## config.mk

```make
export PLATFORM = sky130hd
export DESIGN_NAME = oim_top
export DESIGN_NICKNAME = d
export VERILOG_FILES = /design/src/pkg/oim_pkg.sv /design/src/hdl/oim_top.sv /design/src/hdl/oim_sync.sv
export SDC_FILE = /design/constraint.sdc
export NUM_CORES = 1
export LEC_CHECK = 0
export BUFFER_PORTS_ARGS = -buffer_cell sky130_fd_sc_hd__buf_2
export CAP_MARGIN = 20
export CORE_MARGIN = 2
export CORE_UTILIZATION = 40
export DETAILED_ROUTE_END_ITERATION = 16
export PLACE_DENSITY = 0.66
export SYNTH_ARGS = -nofsm -noshare
export SYNTH_HDL_FRONTEND = slang
export SYNTH_SLANG_ARGS = --single-unit
```

## constraint.sdc

```tcl
create_clock -name clk_i -period 2.8 [get_ports clk_i]
set_input_delay 0.14 -clock clk_i [delete_from_list [all_inputs] [get_ports clk_i]]
set_output_delay 0.14 -clock clk_i [all_outputs]
set_load 0.01 [all_outputs]
```

## src/pkg/oim_pkg.sv

```systemverilog
package oim_pkg;

   // ----------------------------------------------------------------
   // register byte offsets
   // ----------------------------------------------------------------
   localparam logic [11:0] OTG_CTRL_ADDR   = 12'h000; // pull-up control
   localparam logic [11:0] INT_RISE_ADDR   = 12'h004; // rising-edge enables
   localparam logic [11:0] INT_FALL_ADDR   = 12'h008; // falling-edge enables
   localparam logic [11:0] INT_STATUS_ADDR = 12'h00c; // live comparator state
   localparam logic [11:0] CARKIT_ST_ADDR  = 12'h010; // open-detect state
   localparam logic [11:0] RID_ADDR        = 12'h014; // resistance code
   localparam logic [11:0] IRQ_STAT_ADDR   = 12'h018; // sticky events, w1c
   localparam logic [11:0] IRQ_MASK_ADDR   = 12'h01c; // irq mask
   localparam logic [11:0] RXCMD_ADDR      = 12'h020; // last receive command

   // ----------------------------------------------------------------
   // field positions
   // ----------------------------------------------------------------
   localparam int SUPPLY_VALID_BIT  = 1;
   localparam int SESSION_VALID_BIT = 2;
   localparam int SESSION_ENDED_BIT = 3;
   localparam int ID_GROUNDED_BIT   = 4;
   localparam int ID_OPEN_BIT       = 0; // carkit status and open enables
   localparam int PULLUP_BIT        = 0; // in control register
   localparam int ALT_INT_BIT       = 7; // receive command
   localparam int RID_W             = 3;
   localparam int EVT_W             = 5; // events: open,vbus,sess,end,gnd

   // ----------------------------------------------------------------
   // resistance codes and reset values
   // ----------------------------------------------------------------
   localparam logic [2:0] RID_GROUND = 3'h0;
   localparam logic [2:0] RID_75     = 3'h1;
   localparam logic [2:0] RID_102K   = 3'h2;
   localparam logic [2:0] RID_200K   = 3'h3;
   localparam logic [2:0] RID_440K   = 3'h4;
   localparam logic [2:0] RID_FLOAT  = 3'h5;
   localparam logic [7:0] EN_RESET   = 8'h1f;
   localparam logic [4:0] EVT_RESET  = 5'h00;

   typedef enum logic [1:0] {
      OIM_BUS_SETUP  = 2'b01,
      OIM_BUS_ACCESS = 2'b10
   } oim_bus_e;

endpackage

```

## src/hdl/oim_top.sv

```systemverilog
`timescale 1ns/1ps
// Function
// RULE1 - link sets pull-up, waits 50 ms, then samples id-grounded status
// RULE2 - id-grounded bit reads 0 for a cable, 1 when id floats
// RULE3 - grounded id means a-plug, floating id means b-plug
// RULE4 - with pull-up off, resistance code 000 ground up to 101 floating
// RULE5 - resistance code readable only in synchronous mode
// RULE6 - weak pull-up lets any valid resistor pull grounded comparator low
// RULE7 - pull-up control bit connects the 100k pull-up to id
// RULE8 - enabled open-detect change sends receive command with alt-int bit
// RULE9 - open comparator reads 1 floating, 0 for 102k or ground
// RULE10 - id-grounded state sits at bit 4 of interrupt status
// RULE11 - id-open state sits at bit 0 of carkit status
// RULE12 - enabled id-grounded edges raise an interrupt
// RULE13 - all supply comparator states readable from interrupt status; supply-valid reads 0 here while both its enables are clear
// RULE14 - session-ended goes 0 to 1 when supply drops below 0.5 V
// RULE15 - session-ended disabled and reads 0 when both enables clear
// RULE16 - link may clear pull-up and open enables to save current
// RULE17 - comparator outputs synchronised before status or edge logic
module oim_top (
   input  wire logic        clk_i,
   input  wire logic        rstn_i,
   // apb slave
   input  wire logic        psel_i,
   input  wire logic        penable_i,
   input  wire logic        pwrite_i,
   input  wire logic [11:0] paddr_i,
   input  wire logic [31:0] pwdata_i,
   output logic      [31:0] prdata_o,
   output logic             pready_o,
   output logic             pslverr_o,
   // analog comparator pins
   input  wire logic        cmp_id_grounded_i,
   input  wire logic        cmp_id_open_i,
   input  wire logic        cmp_supply_valid_i,
   input  wire logic        cmp_session_valid_i,
   input  wire logic        cmp_session_ended_i,
   input  wire logic [2:0]  rid_code_i,
   input  wire logic        sync_mode_i,
   // analog controls
   output logic             cable_id_pullup_on_o,
   output logic             session_end_cmp_en_o,
   output logic             open_cmp_en_o,
   // link event outputs
   output logic [7:0]       rxcmd_o,
   output logic             rxcmd_valid_o,
   output logic             irq_o
);

   // ----------------------------------------------------------------
   // input synchronisation
   // ----------------------------------------------------------------
   logic [4:0] cmp_sync;
   logic [2:0] rid_sync;
   logic       sync_mode_s;

   // every analog level is resynchronised to avoid metastable reads
   oim_sync #(.W(5)) u_cmp_sync (               // RULE17
      .clk_i  (clk_i),
      .rstn_i (rstn_i),
      .d_i    ({cmp_id_grounded_i, cmp_session_ended_i, cmp_session_valid_i,
                cmp_supply_valid_i, cmp_id_open_i}),
      .q_o    (cmp_sync)
   );

   // the code is a slow static value; per-bit sync is acceptable here
   oim_sync #(.W(4)) u_rid_sync (
      .clk_i  (clk_i),
      .rstn_i (rstn_i),
      .d_i    ({sync_mode_i, rid_code_i}),
      .q_o    ({sync_mode_s, rid_sync})
   );

   // ----------------------------------------------------------------
   // control registers
   // ----------------------------------------------------------------
   logic       pullup_reg;
   logic [7:0] rise_en_reg;
   logic [7:0] fall_en_reg;
   logic [4:0] irq_stat_reg;
   logic [4:0] irq_mask_reg;
   logic [4:0] live;
   logic [4:0] prev_reg;
   logic [4:0] evt;
   logic       wr_en;
   logic       rd_en;
   logic       addr_ok;

   assign wr_en = psel_i & penable_i & pwrite_i & pready_o;
   assign rd_en = psel_i & ~penable_i & ~pwrite_i;

   // decode helper used only by the error check; the read mux decodes on its own
   function automatic logic known_addr(input logic [11:0] a);
      known_addr = (a == oim_pkg::OTG_CTRL_ADDR)   || (a == oim_pkg::INT_RISE_ADDR)  ||
                   (a == oim_pkg::INT_FALL_ADDR)   || (a == oim_pkg::INT_STATUS_ADDR) ||
                   (a == oim_pkg::CARKIT_ST_ADDR)  || (a == oim_pkg::RID_ADDR)       ||
                   (a == oim_pkg::IRQ_STAT_ADDR)   || (a == oim_pkg::IRQ_MASK_ADDR)  ||
                   (a == oim_pkg::RXCMD_ADDR);
   endfunction

   // a comparator is enabled while either its rising or its falling enable is set
   function automatic logic both_off(input int b);
      both_off = ~rise_en_reg[b] & ~fall_en_reg[b];
   endfunction

   assign addr_ok = known_addr(paddr_i);

   // pull-up control; the link owns the settle wait before sampling
   always_ff @(posedge clk_i or negedge rstn_i) begin
      if (!rstn_i) begin
         pullup_reg <= 1'b0;
      end else if (wr_en && paddr_i == oim_pkg::OTG_CTRL_ADDR) begin
         pullup_reg <= pwdata_i[oim_pkg::PULLUP_BIT]; // RULE7 RULE1 RULE16
      end
   end

   // edge enables; open-detect rides on bit 0 of the same registers
   always_ff @(posedge clk_i or negedge rstn_i) begin
      if (!rstn_i) begin
         rise_en_reg <= oim_pkg::EN_RESET;
         fall_en_reg <= oim_pkg::EN_RESET;
      end else if (wr_en) begin
         if (paddr_i == oim_pkg::INT_RISE_ADDR) begin
            rise_en_reg <= pwdata_i[7:0];
         end
         if (paddr_i == oim_pkg::INT_FALL_ADDR) begin
            fall_en_reg <= pwdata_i[7:0];
         end
      end
   end

   // ----------------------------------------------------------------
   // live comparator view
   // ----------------------------------------------------------------
   // live bit order: 4 grounded, 3 ended, 2 session, 1 supply, 0 open.
   // id grounded reads 1 when floating (high through pull-up), 0 on a
   // cable or any valid resistor; the analog pin already carries that.
   always_comb begin
      live = cmp_sync;                                        // RULE2 RULE3 RULE6
      if (both_off(oim_pkg::SESSION_ENDED_BIT)) begin
         live[oim_pkg::SESSION_ENDED_BIT] = 1'b0;             // RULE15
      end
      if (both_off(oim_pkg::SUPPLY_VALID_BIT)) begin
         live[oim_pkg::SUPPLY_VALID_BIT] = 1'b0;
      end
   end

   // edge detection on synchronised state only
   always_ff @(posedge clk_i or negedge rstn_i) begin
      if (!rstn_i) begin
         prev_reg <= '0;
      end else begin
         prev_reg <= live;
      end
   end

   // map a live bit index onto its enable-register position
   function automatic int en_pos(input int i);
      en_pos = (i == 0) ? oim_pkg::ID_OPEN_BIT : i;
   endfunction

   always_comb begin
      evt = '0;
      for (int i = 0; i < oim_pkg::EVT_W; i++) begin
         evt[i] = (live[i] & ~prev_reg[i] & rise_en_reg[en_pos(i)]) |
                  (~live[i] & prev_reg[i] & fall_en_reg[en_pos(i)]); // RULE12 RULE14
      end
   end

   // ----------------------------------------------------------------
   // sticky events and interrupt
   // ----------------------------------------------------------------
   // set beats a same-cycle write-one clear
   always_ff @(posedge clk_i or negedge rstn_i) begin
      if (!rstn_i) begin
         irq_stat_reg <= oim_pkg::EVT_RESET;
      end else if (wr_en && paddr_i == oim_pkg::IRQ_STAT_ADDR) begin
         irq_stat_reg <= (irq_stat_reg & ~pwdata_i[4:0]) | evt;
      end else begin
         irq_stat_reg <= irq_stat_reg | evt;
      end
   end

   always_ff @(posedge clk_i or negedge rstn_i) begin
      if (!rstn_i) begin
         irq_mask_reg <= '0;
      end else if (wr_en && paddr_i == oim_pkg::IRQ_MASK_ADDR) begin
         irq_mask_reg <= pwdata_i[4:0];
      end
   end

   // level interrupt; registered from the current status, so it lags the status by one cycle
   always_ff @(posedge clk_i or negedge rstn_i) begin
      if (!rstn_i) begin
         irq_o <= 1'b0;
      end else begin
         irq_o <= |(irq_stat_reg & irq_mask_reg);             // RULE12
      end
   end

   // ----------------------------------------------------------------
   // receive command generation
   // ----------------------------------------------------------------
   // open-detect changes use the alternate-interrupt bit; every command carries the
   // supply and id levels in the low bits
   always_ff @(posedge clk_i or negedge rstn_i) begin
      if (!rstn_i) begin
         rxcmd_o       <= '0;
         rxcmd_valid_o <= 1'b0;
      end else begin
         rxcmd_valid_o <= |evt;
         if (|evt) begin
            rxcmd_o <= {evt[0], 2'b00, live[4:0]};              // RULE8
         end
      end
   end

   // analog enables follow the registers
   always_ff @(posedge clk_i or negedge rstn_i) begin
      if (!rstn_i) begin
         cable_id_pullup_on_o <= 1'b0;
         session_end_cmp_en_o <= 1'b1;
         open_cmp_en_o        <= 1'b1;
      end else begin
         cable_id_pullup_on_o <= pullup_reg;                                   // RULE7
         session_end_cmp_en_o <= ~both_off(oim_pkg::SESSION_ENDED_BIT);        // RULE15
         open_cmp_en_o        <= ~both_off(oim_pkg::ID_OPEN_BIT);              // RULE9
      end
   end

   // ----------------------------------------------------------------
   // apb read path
   // ----------------------------------------------------------------
   // no wait state: data registered in setup, pready in access
   always_ff @(posedge clk_i or negedge rstn_i) begin
      if (!rstn_i) begin
         prdata_o  <= '0;
         pready_o  <= 1'b0;
         pslverr_o <= 1'b0;
      end else begin
         pready_o  <= psel_i & ~penable_i;
         pslverr_o <= psel_i & ~penable_i & ~addr_ok;
         if (rd_en) begin
            prdata_o <= '0;
            unique case (paddr_i)
               oim_pkg::OTG_CTRL_ADDR:   prdata_o <= {31'h0, pullup_reg};
               oim_pkg::INT_RISE_ADDR:   prdata_o <= {24'h0, rise_en_reg};
               oim_pkg::INT_FALL_ADDR:   prdata_o <= {24'h0, fall_en_reg};
               oim_pkg::INT_STATUS_ADDR: prdata_o <= {27'h0, live[4:1], 1'b0}; // RULE10 RULE13
               oim_pkg::CARKIT_ST_ADDR:  prdata_o <= {31'h0, live[0]};         // RULE11 RULE9
               oim_pkg::RID_ADDR: begin
                  // only meaningful with pull-up off, in synchronous mode
                  if (sync_mode_s) begin
                     prdata_o <= {29'h0, rid_sync};                        // RULE4 RULE5
                  end
               end
               oim_pkg::IRQ_STAT_ADDR:   prdata_o <= {27'h0, irq_stat_reg};
               oim_pkg::IRQ_MASK_ADDR:   prdata_o <= {27'h0, irq_mask_reg};
               oim_pkg::RXCMD_ADDR:      prdata_o <= {24'h0, rxcmd_o};
               default:                  prdata_o <= '0;
            endcase
         end
      end
   end

endmodule

```

## src/hdl/oim_sync.sv

```systemverilog
`timescale 1ns/1ps
// two-stage synchroniser for a vector of levels
module oim_sync #(
   parameter int W = 1
) (
   input  wire logic         clk_i,
   input  wire logic         rstn_i,
   input  wire logic [W-1:0] d_i,
   output logic      [W-1:0] q_o
);
   logic [W-1:0] meta_reg;

   // first stage is read only by the second
   always_ff @(posedge clk_i or negedge rstn_i) begin
      if (!rstn_i) begin
         meta_reg <= '0;
         q_o      <= '0;
      end else begin
         meta_reg <= d_i;
         q_o      <= meta_reg;
      end
   end
endmodule

```

==> run metrics, run 1 <==
Antenna Nets Post-Route 0; setup TNS 0 ns; Die Y 92.8 um; CP max FO 6; share of layout cells above drive strength 1 38.8%; Tot GR Track Use 16.7%; CTS max path bufs 2; Synth cell types 48; fmax 535 MHz; FF-to-FF Start rise_en_reg[0]$_DFFE_PN1P_; fin crit period 1.87 ns; final hold violations 0; met2 routed WL 3.03 mm; final period utilization 66.7%; RSZ-0062 raised after global routing false; Remaining DRCs 0; PnR worst setup slack 0.932 ns; vias in the first global route 2088; Mapped Area 0.00316 mm2; initial antenna violation count 0; filler cell count 705; pre-CTS worst setup slack 0.765 ns; max layer used met4; Clock Latency Late Sink 0.35 ns; post-cts sizing count 0; # setup viols final 0; TritonCTS clock tree done; EDFF count, synth 0; Synth Area per Inst 12.2 um2; detail-routed via count per cell 4.99; Worst Hold Class in -> reg; Area Growth Syn to Fin 20.2%; Routed wire per std cell 15.3 um; number of setup buffers added after CTS 0; number of port buffers 54; Die ar. 0.00862 mm2; Starting Density 41.1%; clk sink count 71; largest net degree at the start of global routing 39; top cells by area, synth dfrtp_1, mux2_2, dfstp_2, buf_4, nand2_1; CP Class reg -> reg; met1 WL 3.01 mm; MaxCap Viol Count 0; crit start category flip-flop; Final Max Tran Viols 0; I/O pin count 105; Clock transition at path regs 0.07 ns; Initial DRC Count 120; DRT Wirelength 6.68 mm; Seq/Total Area, Yosys 56.8%; Primary FF master, synth dfrtp_1; WP data required 3.03 ns; DR pass1 iterations 4; n_diodes 0; Synth top cells by count dfrtp_1, mux2_2, buf_4; clk root buf clkbuf_8; Slew @ Worst Pin 0.777 ns; total grt overflow 0; Yosys warnings 0; detailed-route via count 2182; Yosys reg bits 71; hold path start pwdata_i[7]; Pwr Density 553 mW/mm2; die width 92.8 um; Slew headroom 48.2%; nets 388; status finished, final reports clean; crit path from rise_en_reg[0]$_DFFE_PN1P_; R2R setup slack 0.93 ns; Clock Skews 0.00676 ns; cell taking the most area after synthesis dfrtp_1; most instantiated library cell after synthesis dfrtp_1; metal3 WL 568 um; DP Wirelength 4.88 mm; Core Area 0.00769 mm2; Mapped Cells 259; Max rail drop VDD 0.000276 V; htree depth 3; total CTS buffers 9; Leak 0.00181 uW; asr flop ratio synth 100%; CP Data Arrival Time 2.10 ns; area share of the largest cell type after synthesis 46.8%; CP endpoint kind flip-flop; first-pass GRT wire length 10.8 mm; global placement routability congestion 0.877; row cnt 32
-- metal layers --
metal | vias to the layer above | global-route usage (%)
li1 | 1029 | -
met1 | 1047 | 22.7
met2 | 99 | 25.1
met3 | 7 | 5.78
met4 | 0 | 5.27
met5 | - | 0
-- where the power goes --
group / internal, uW / switching [uW]
sequential: 1040 / 9.07
clock: 548 / 374
combinational: 43.8 / 79.6
-- kinds of logic (layout without fill, tap and decap cells) --
kind of cell	count (synthesis)	after routing	share of synthesized area, %
AOI/OAI and AO/OA	47	47	10.8
muxes	34	34	12.0
buffers and inverters	37	88	7.73
other	1	26	0.119
DFF	71	71	56.8
and+or+nand+nor	69	69	12.6
-- through the flow --
step                hold WS (ns)  power (uW)  util [%]  cell area (um2)  instances
floorplan                 -0.156        1140         -             3250        284
global placement           0.247        1180      45.0             3460        411
detailed placement         0.250        1190      45.0             3460        411
CTS                       0.0188        2120      49.3             3790        437
global route              0.0272        2190      49.3             3790        437
finish                    0.0341        2100      49.3             3790        437
-- critical path: stages (launching register included) --
cell and delay [ns]:
dfstp_2 0.56, nand2_1 0.05, o21ai_0 0.37, nand2b_1 0.40, mux2_2 0.38
-- worst paths after layout --
path	to	cells past startpoint
setup / recovery	rxcmd_o[3]$_DFFE_PN0P_	4
hold / removal	fall_en_reg[7]$_DFFE_PN0P_	2
setup reg to reg	rxcmd_o[3]$_DFFE_PN0P_	4
hold reg to reg	u_cmp_sync.q_o[0]$_DFF_PN0_	0
max in group asynchronous	rise_en_reg[3]$_DFFE_PN1P_	3
min in group asynchronous	u_cmp_sync.meta_reg[0]$_DFF_PN0_	2
-- final cells by class --
cell class | count | area (um2) | area share, %
sequential | 71 | 1790 | 47.2
clock buffer | 11 | 151 | 3.99
inverter | 4 | 15.0 | 0.396
multi-input combinational | 176 | 1210 | 32.0
timing repair buffer | 68 | 413 | 10.9
tap | 102 | 128 | 3.36
clock inverter | 5 | 80.1 | 2.11
-- cells in the final DEF, fill, tap and decap left out, drive strengths merged, types with 3 or more instances in the layout --
| cell | n |
|---|---|
| dfrtp | 59 |
| buf | 58 |
| mux2 | 30 |
| conb | 26 |
| nand2 | 25 |
| dfstp | 12 |
| o21ai | 11 |
| clkbuf | 11 |
| dlygate4sd3 | 10 |
| nor2 | 10 |
| a22oi | 8 |
| nand3 | 6 |
| a21o | 5 |
| o22ai | 4 |
| inv | 4 |
| nand4 | 4 |
| mux2i | 4 |
| nor2b | 3 |
| a21oi | 3 |
| or2 | 3 |
| nand2b | 3 |
| a211oi | 3 |
-- timing repair --
item / CTS / global route
hold buffers: 10 / 0
endpoints found under the hold margin: 37 / 0
setup endpoints to repair: 0 / 0
Note: power is estimated with default switching activity, not from simulation.
==> run 2: changes to the inputs <==
==> constraint.sdc (replaced) <==
create_clock -name clk_i -period 1.8 [get_ports clk_i]
set_input_delay 0.09 -clock clk_i [delete_from_list [all_inputs] [get_ports clk_i]]
set_output_delay 0.09 -clock clk_i [all_outputs]
set_load 0.01 [all_outputs]
==> run metrics, run 2 (synthesis gave the netlist of run 1 again) <==
R2R setup slack 0.08 ns (-0.85 ns); initial antenna violation count 0 (unchanged); CP max FO 4 (-2); total CTS buffers 9 (unchanged); DP Wirelength 4.92 mm (+0.79%); crit start category flip-flop; Die ar. 0.00862 mm2 (unchanged); RSZ-0062 raised after global routing false; Clock Skews 0.00713 ns (+0.000363 ns); n_diodes 0 (unchanged); final hold violations 0 (unchanged); placed cell count 432 (+5.1%); htree depth 3 (unchanged); reg2reg end rxcmd_o[2]$_DFFE_PN0P_; Worst Hold End irq_mask_reg[4]$_DFFE_PN0P_; status finished, final reports clean; CP endpoint kind flip-flop; FF-to-FF Start rise_en_reg[0]$_DFFE_PN1P_; global placement routability congestion 0.869 (-0.99%); total grt overflow 0 (unchanged); # setup viols final 0 (unchanged); met3 Track Usage GR 5.13% (-0.65 points); hold path start pwdata_i[4]; Leak 0.00194 uW (+7.1%); TritonCTS clock tree done; number of port buffers 54 (unchanged); die width 92.8 um (unchanged); commonest non-fill, non-tap cells in the layout dfrtp_1, buf_2, mux2_2; pre-CTS worst setup slack 0.0980 ns (-0.667 ns); detailed-route via count 2241 (+2.7%); busiest grt layer met2; Antenna Nets Post-Route 0 (unchanged); vias in the first global route 2091 (+0.14%); detail-routed via count per cell 4.86 (-2.6%); Hold Crit Depth 2 (unchanged); most common cell after layout, fill and taps aside dfrtp_1; fin crit period 1.72 ns (-0.152 ns); DP Area 0.00362 mm2 (+4.6%); WP data required 2.03 ns (-1.00 ns); GR Util met2 23.5% (-1.6 points); setup TNS 0 ns (unchanged); Clock Latency Late Sink 0.35 ns (about the same); Fin Hold WS 0.0232 ns (-0.0110 ns); first-pass GRT wire length 10.7 mm (-0.20%); final period utilization 95.3% (+29 points); Max rail drop VDD 0.000575 V (+110%); clk root buf clkbuf_8; largest net degree at the start of global routing 72 (+85%); Initial DRC Count 203 (+69%); CP Class reg -> reg; nets 412 (+6.2%); Pwr Density 817 mW/mm2 (+48%); DRT Wirelength 6.67 mm (-0.24%); filler cell count 697 (-1.1%); I/O pin count 105 (unchanged); Final Instance Area 0.00398 mm2 (+4.8%); met1 usage 23.4% (+0.66 points); Worst Reg-to-Reg Cells 5 (+1); Starting Density 41.1% (unchanged); share of layout cells above drive strength 1 42.3% (+3.5 points); Worst Hold Class in -> reg; Remaining DRCs 0 (unchanged); Core Area 0.00769 mm2 (unchanged); DR pass1 iterations 4 (unchanged); Die Y 92.8 um (unchanged); Final Max Tran Viols 0 (unchanged); Layout Cells excl Fill 461 (+5.5%); CP Data Arrival Time 1.95 ns (-0.15 ns); CTS max path bufs 2 (unchanged); Clock transition at path regs 0.08 ns (about the same); Area Growth Syn to Fin 26.0%; Routed wire per std cell 14.5 um (-5.4%); fmax 583 MHz (+8.8%); row cnt 32 (unchanged); clk sink count 71 (unchanged); PnR worst setup slack 0.0837 ns (-0.848 ns); Tot GR Track Use 16.5% (-0.17 points); MaxCap Viol Count 0 (unchanged)
==> run 2: cell count changes in the layout (fill, tap and decap cells not counted) <==
cell / before / now
clkinv_4: 0 / 1
buf_4: 3 / 24
nor4_2: 1 / 2
o21ai_0: 11 / 10
nor4_1: 1 / 0
clkinvlp_4: 2 / 0
clkinv_2: 1 / 3
o21ai_1: 0 / 1
dlygate4sd3_1: 10 / 13
clkbuf_8: 11 / 10
==> run 2: area by class of cell <==
cell class / instances / area, um2 / area share [%]
multi-input cells: 176 / 1220 / 30.7
well taps: 102 / 128 / 3.21
flip-flops and latches: 71 / 1790 / 45.0
clock buffers: 10 / 138 / 3.46
clock inverters: 6 / 83.8 / 2.11
repair buffers: 92 / 601 / 15.1
inverters: 4 / 15.0 / 0.377
==> run 2: power breakdown <==
group / total, uW / internal (uW) / switching [uW]
clock: 1400 / 812 / 590
sequential: 1640 / 1620 / 13.6
combinational: 210 / 84.0 / 126
total: 3250 / 2520 / 730
==> run 2: worst max-delay path by stage <==
stage	start	end	slack [ns]
final	rise_en_reg[0]$_DFFE_PN1P_	rxcmd_o[2]$_DFFE_PN0P_	0.08
after global routing	fall_en_reg[3]$_DFFE_PN1P_	rxcmd_o[2]$_DFFE_PN0P_	0.006
after CTS	fall_en_reg[1]$_DFFE_PN1P_	rxcmd_o[2]$_DFFE_PN0P_	0.08
after detailed placement	fall_en_reg[1]$_DFFE_PN1P_	rxcmd_o[2]$_DFFE_PN0P_	0.1
after global placement	paddr_i[1]	prdata_o[0]$_DFFE_PN0P_	0.10
after floorplan	rise_en_reg[0]$_DFFE_PN1P_	rxcmd_o[0]$_DFFE_PN0P_	0.20
==> run 2: critical path, cell delays in order, from the launching register on <==
cell and delay (ns):
dfstp_2 0.56, nand2_1 0.05, o21ai_0 0.31, nand2b_1 0.19, buf_4 0.15, mux2_2 0.34
==> run 2: routing by layer <==
| metal | wire (um) | share of wire, % | up-vias |
|---|---|---|---|
| li1 | - | - | 1064 |
| met1 | 3100 | 47 | 1063 |
| met2 | 2950 | 44 | 100 |
| met3 | 493 | 7.4 | 14 |
| met4 | 119 | 1.8 | 0 |
| met5 | 0 | 0 | - |
==> run 2: what timing repair did <==
item / 4_1_cts / 5_1_grt
hold buffers: 13 / 0
endpoints found under the setup margin: 0 / 2
buffers inserted: 0 / 0
gates resized for setup: 0 / 2
hold endpoints to repair: 74 / 0
==> run 2: metrics by stage <==
| stage | utilization [%] | power, uW |
|---|---|---|
| floorplan | - | 1780 |
| detailed placement | 47.1 | 1860 |
| finish | 51.7 | 3250 |
| global route | 51.7 | 3390 |
| CTS | 51.7 | 3290 |
| global placement | 47.1 | 1850 |
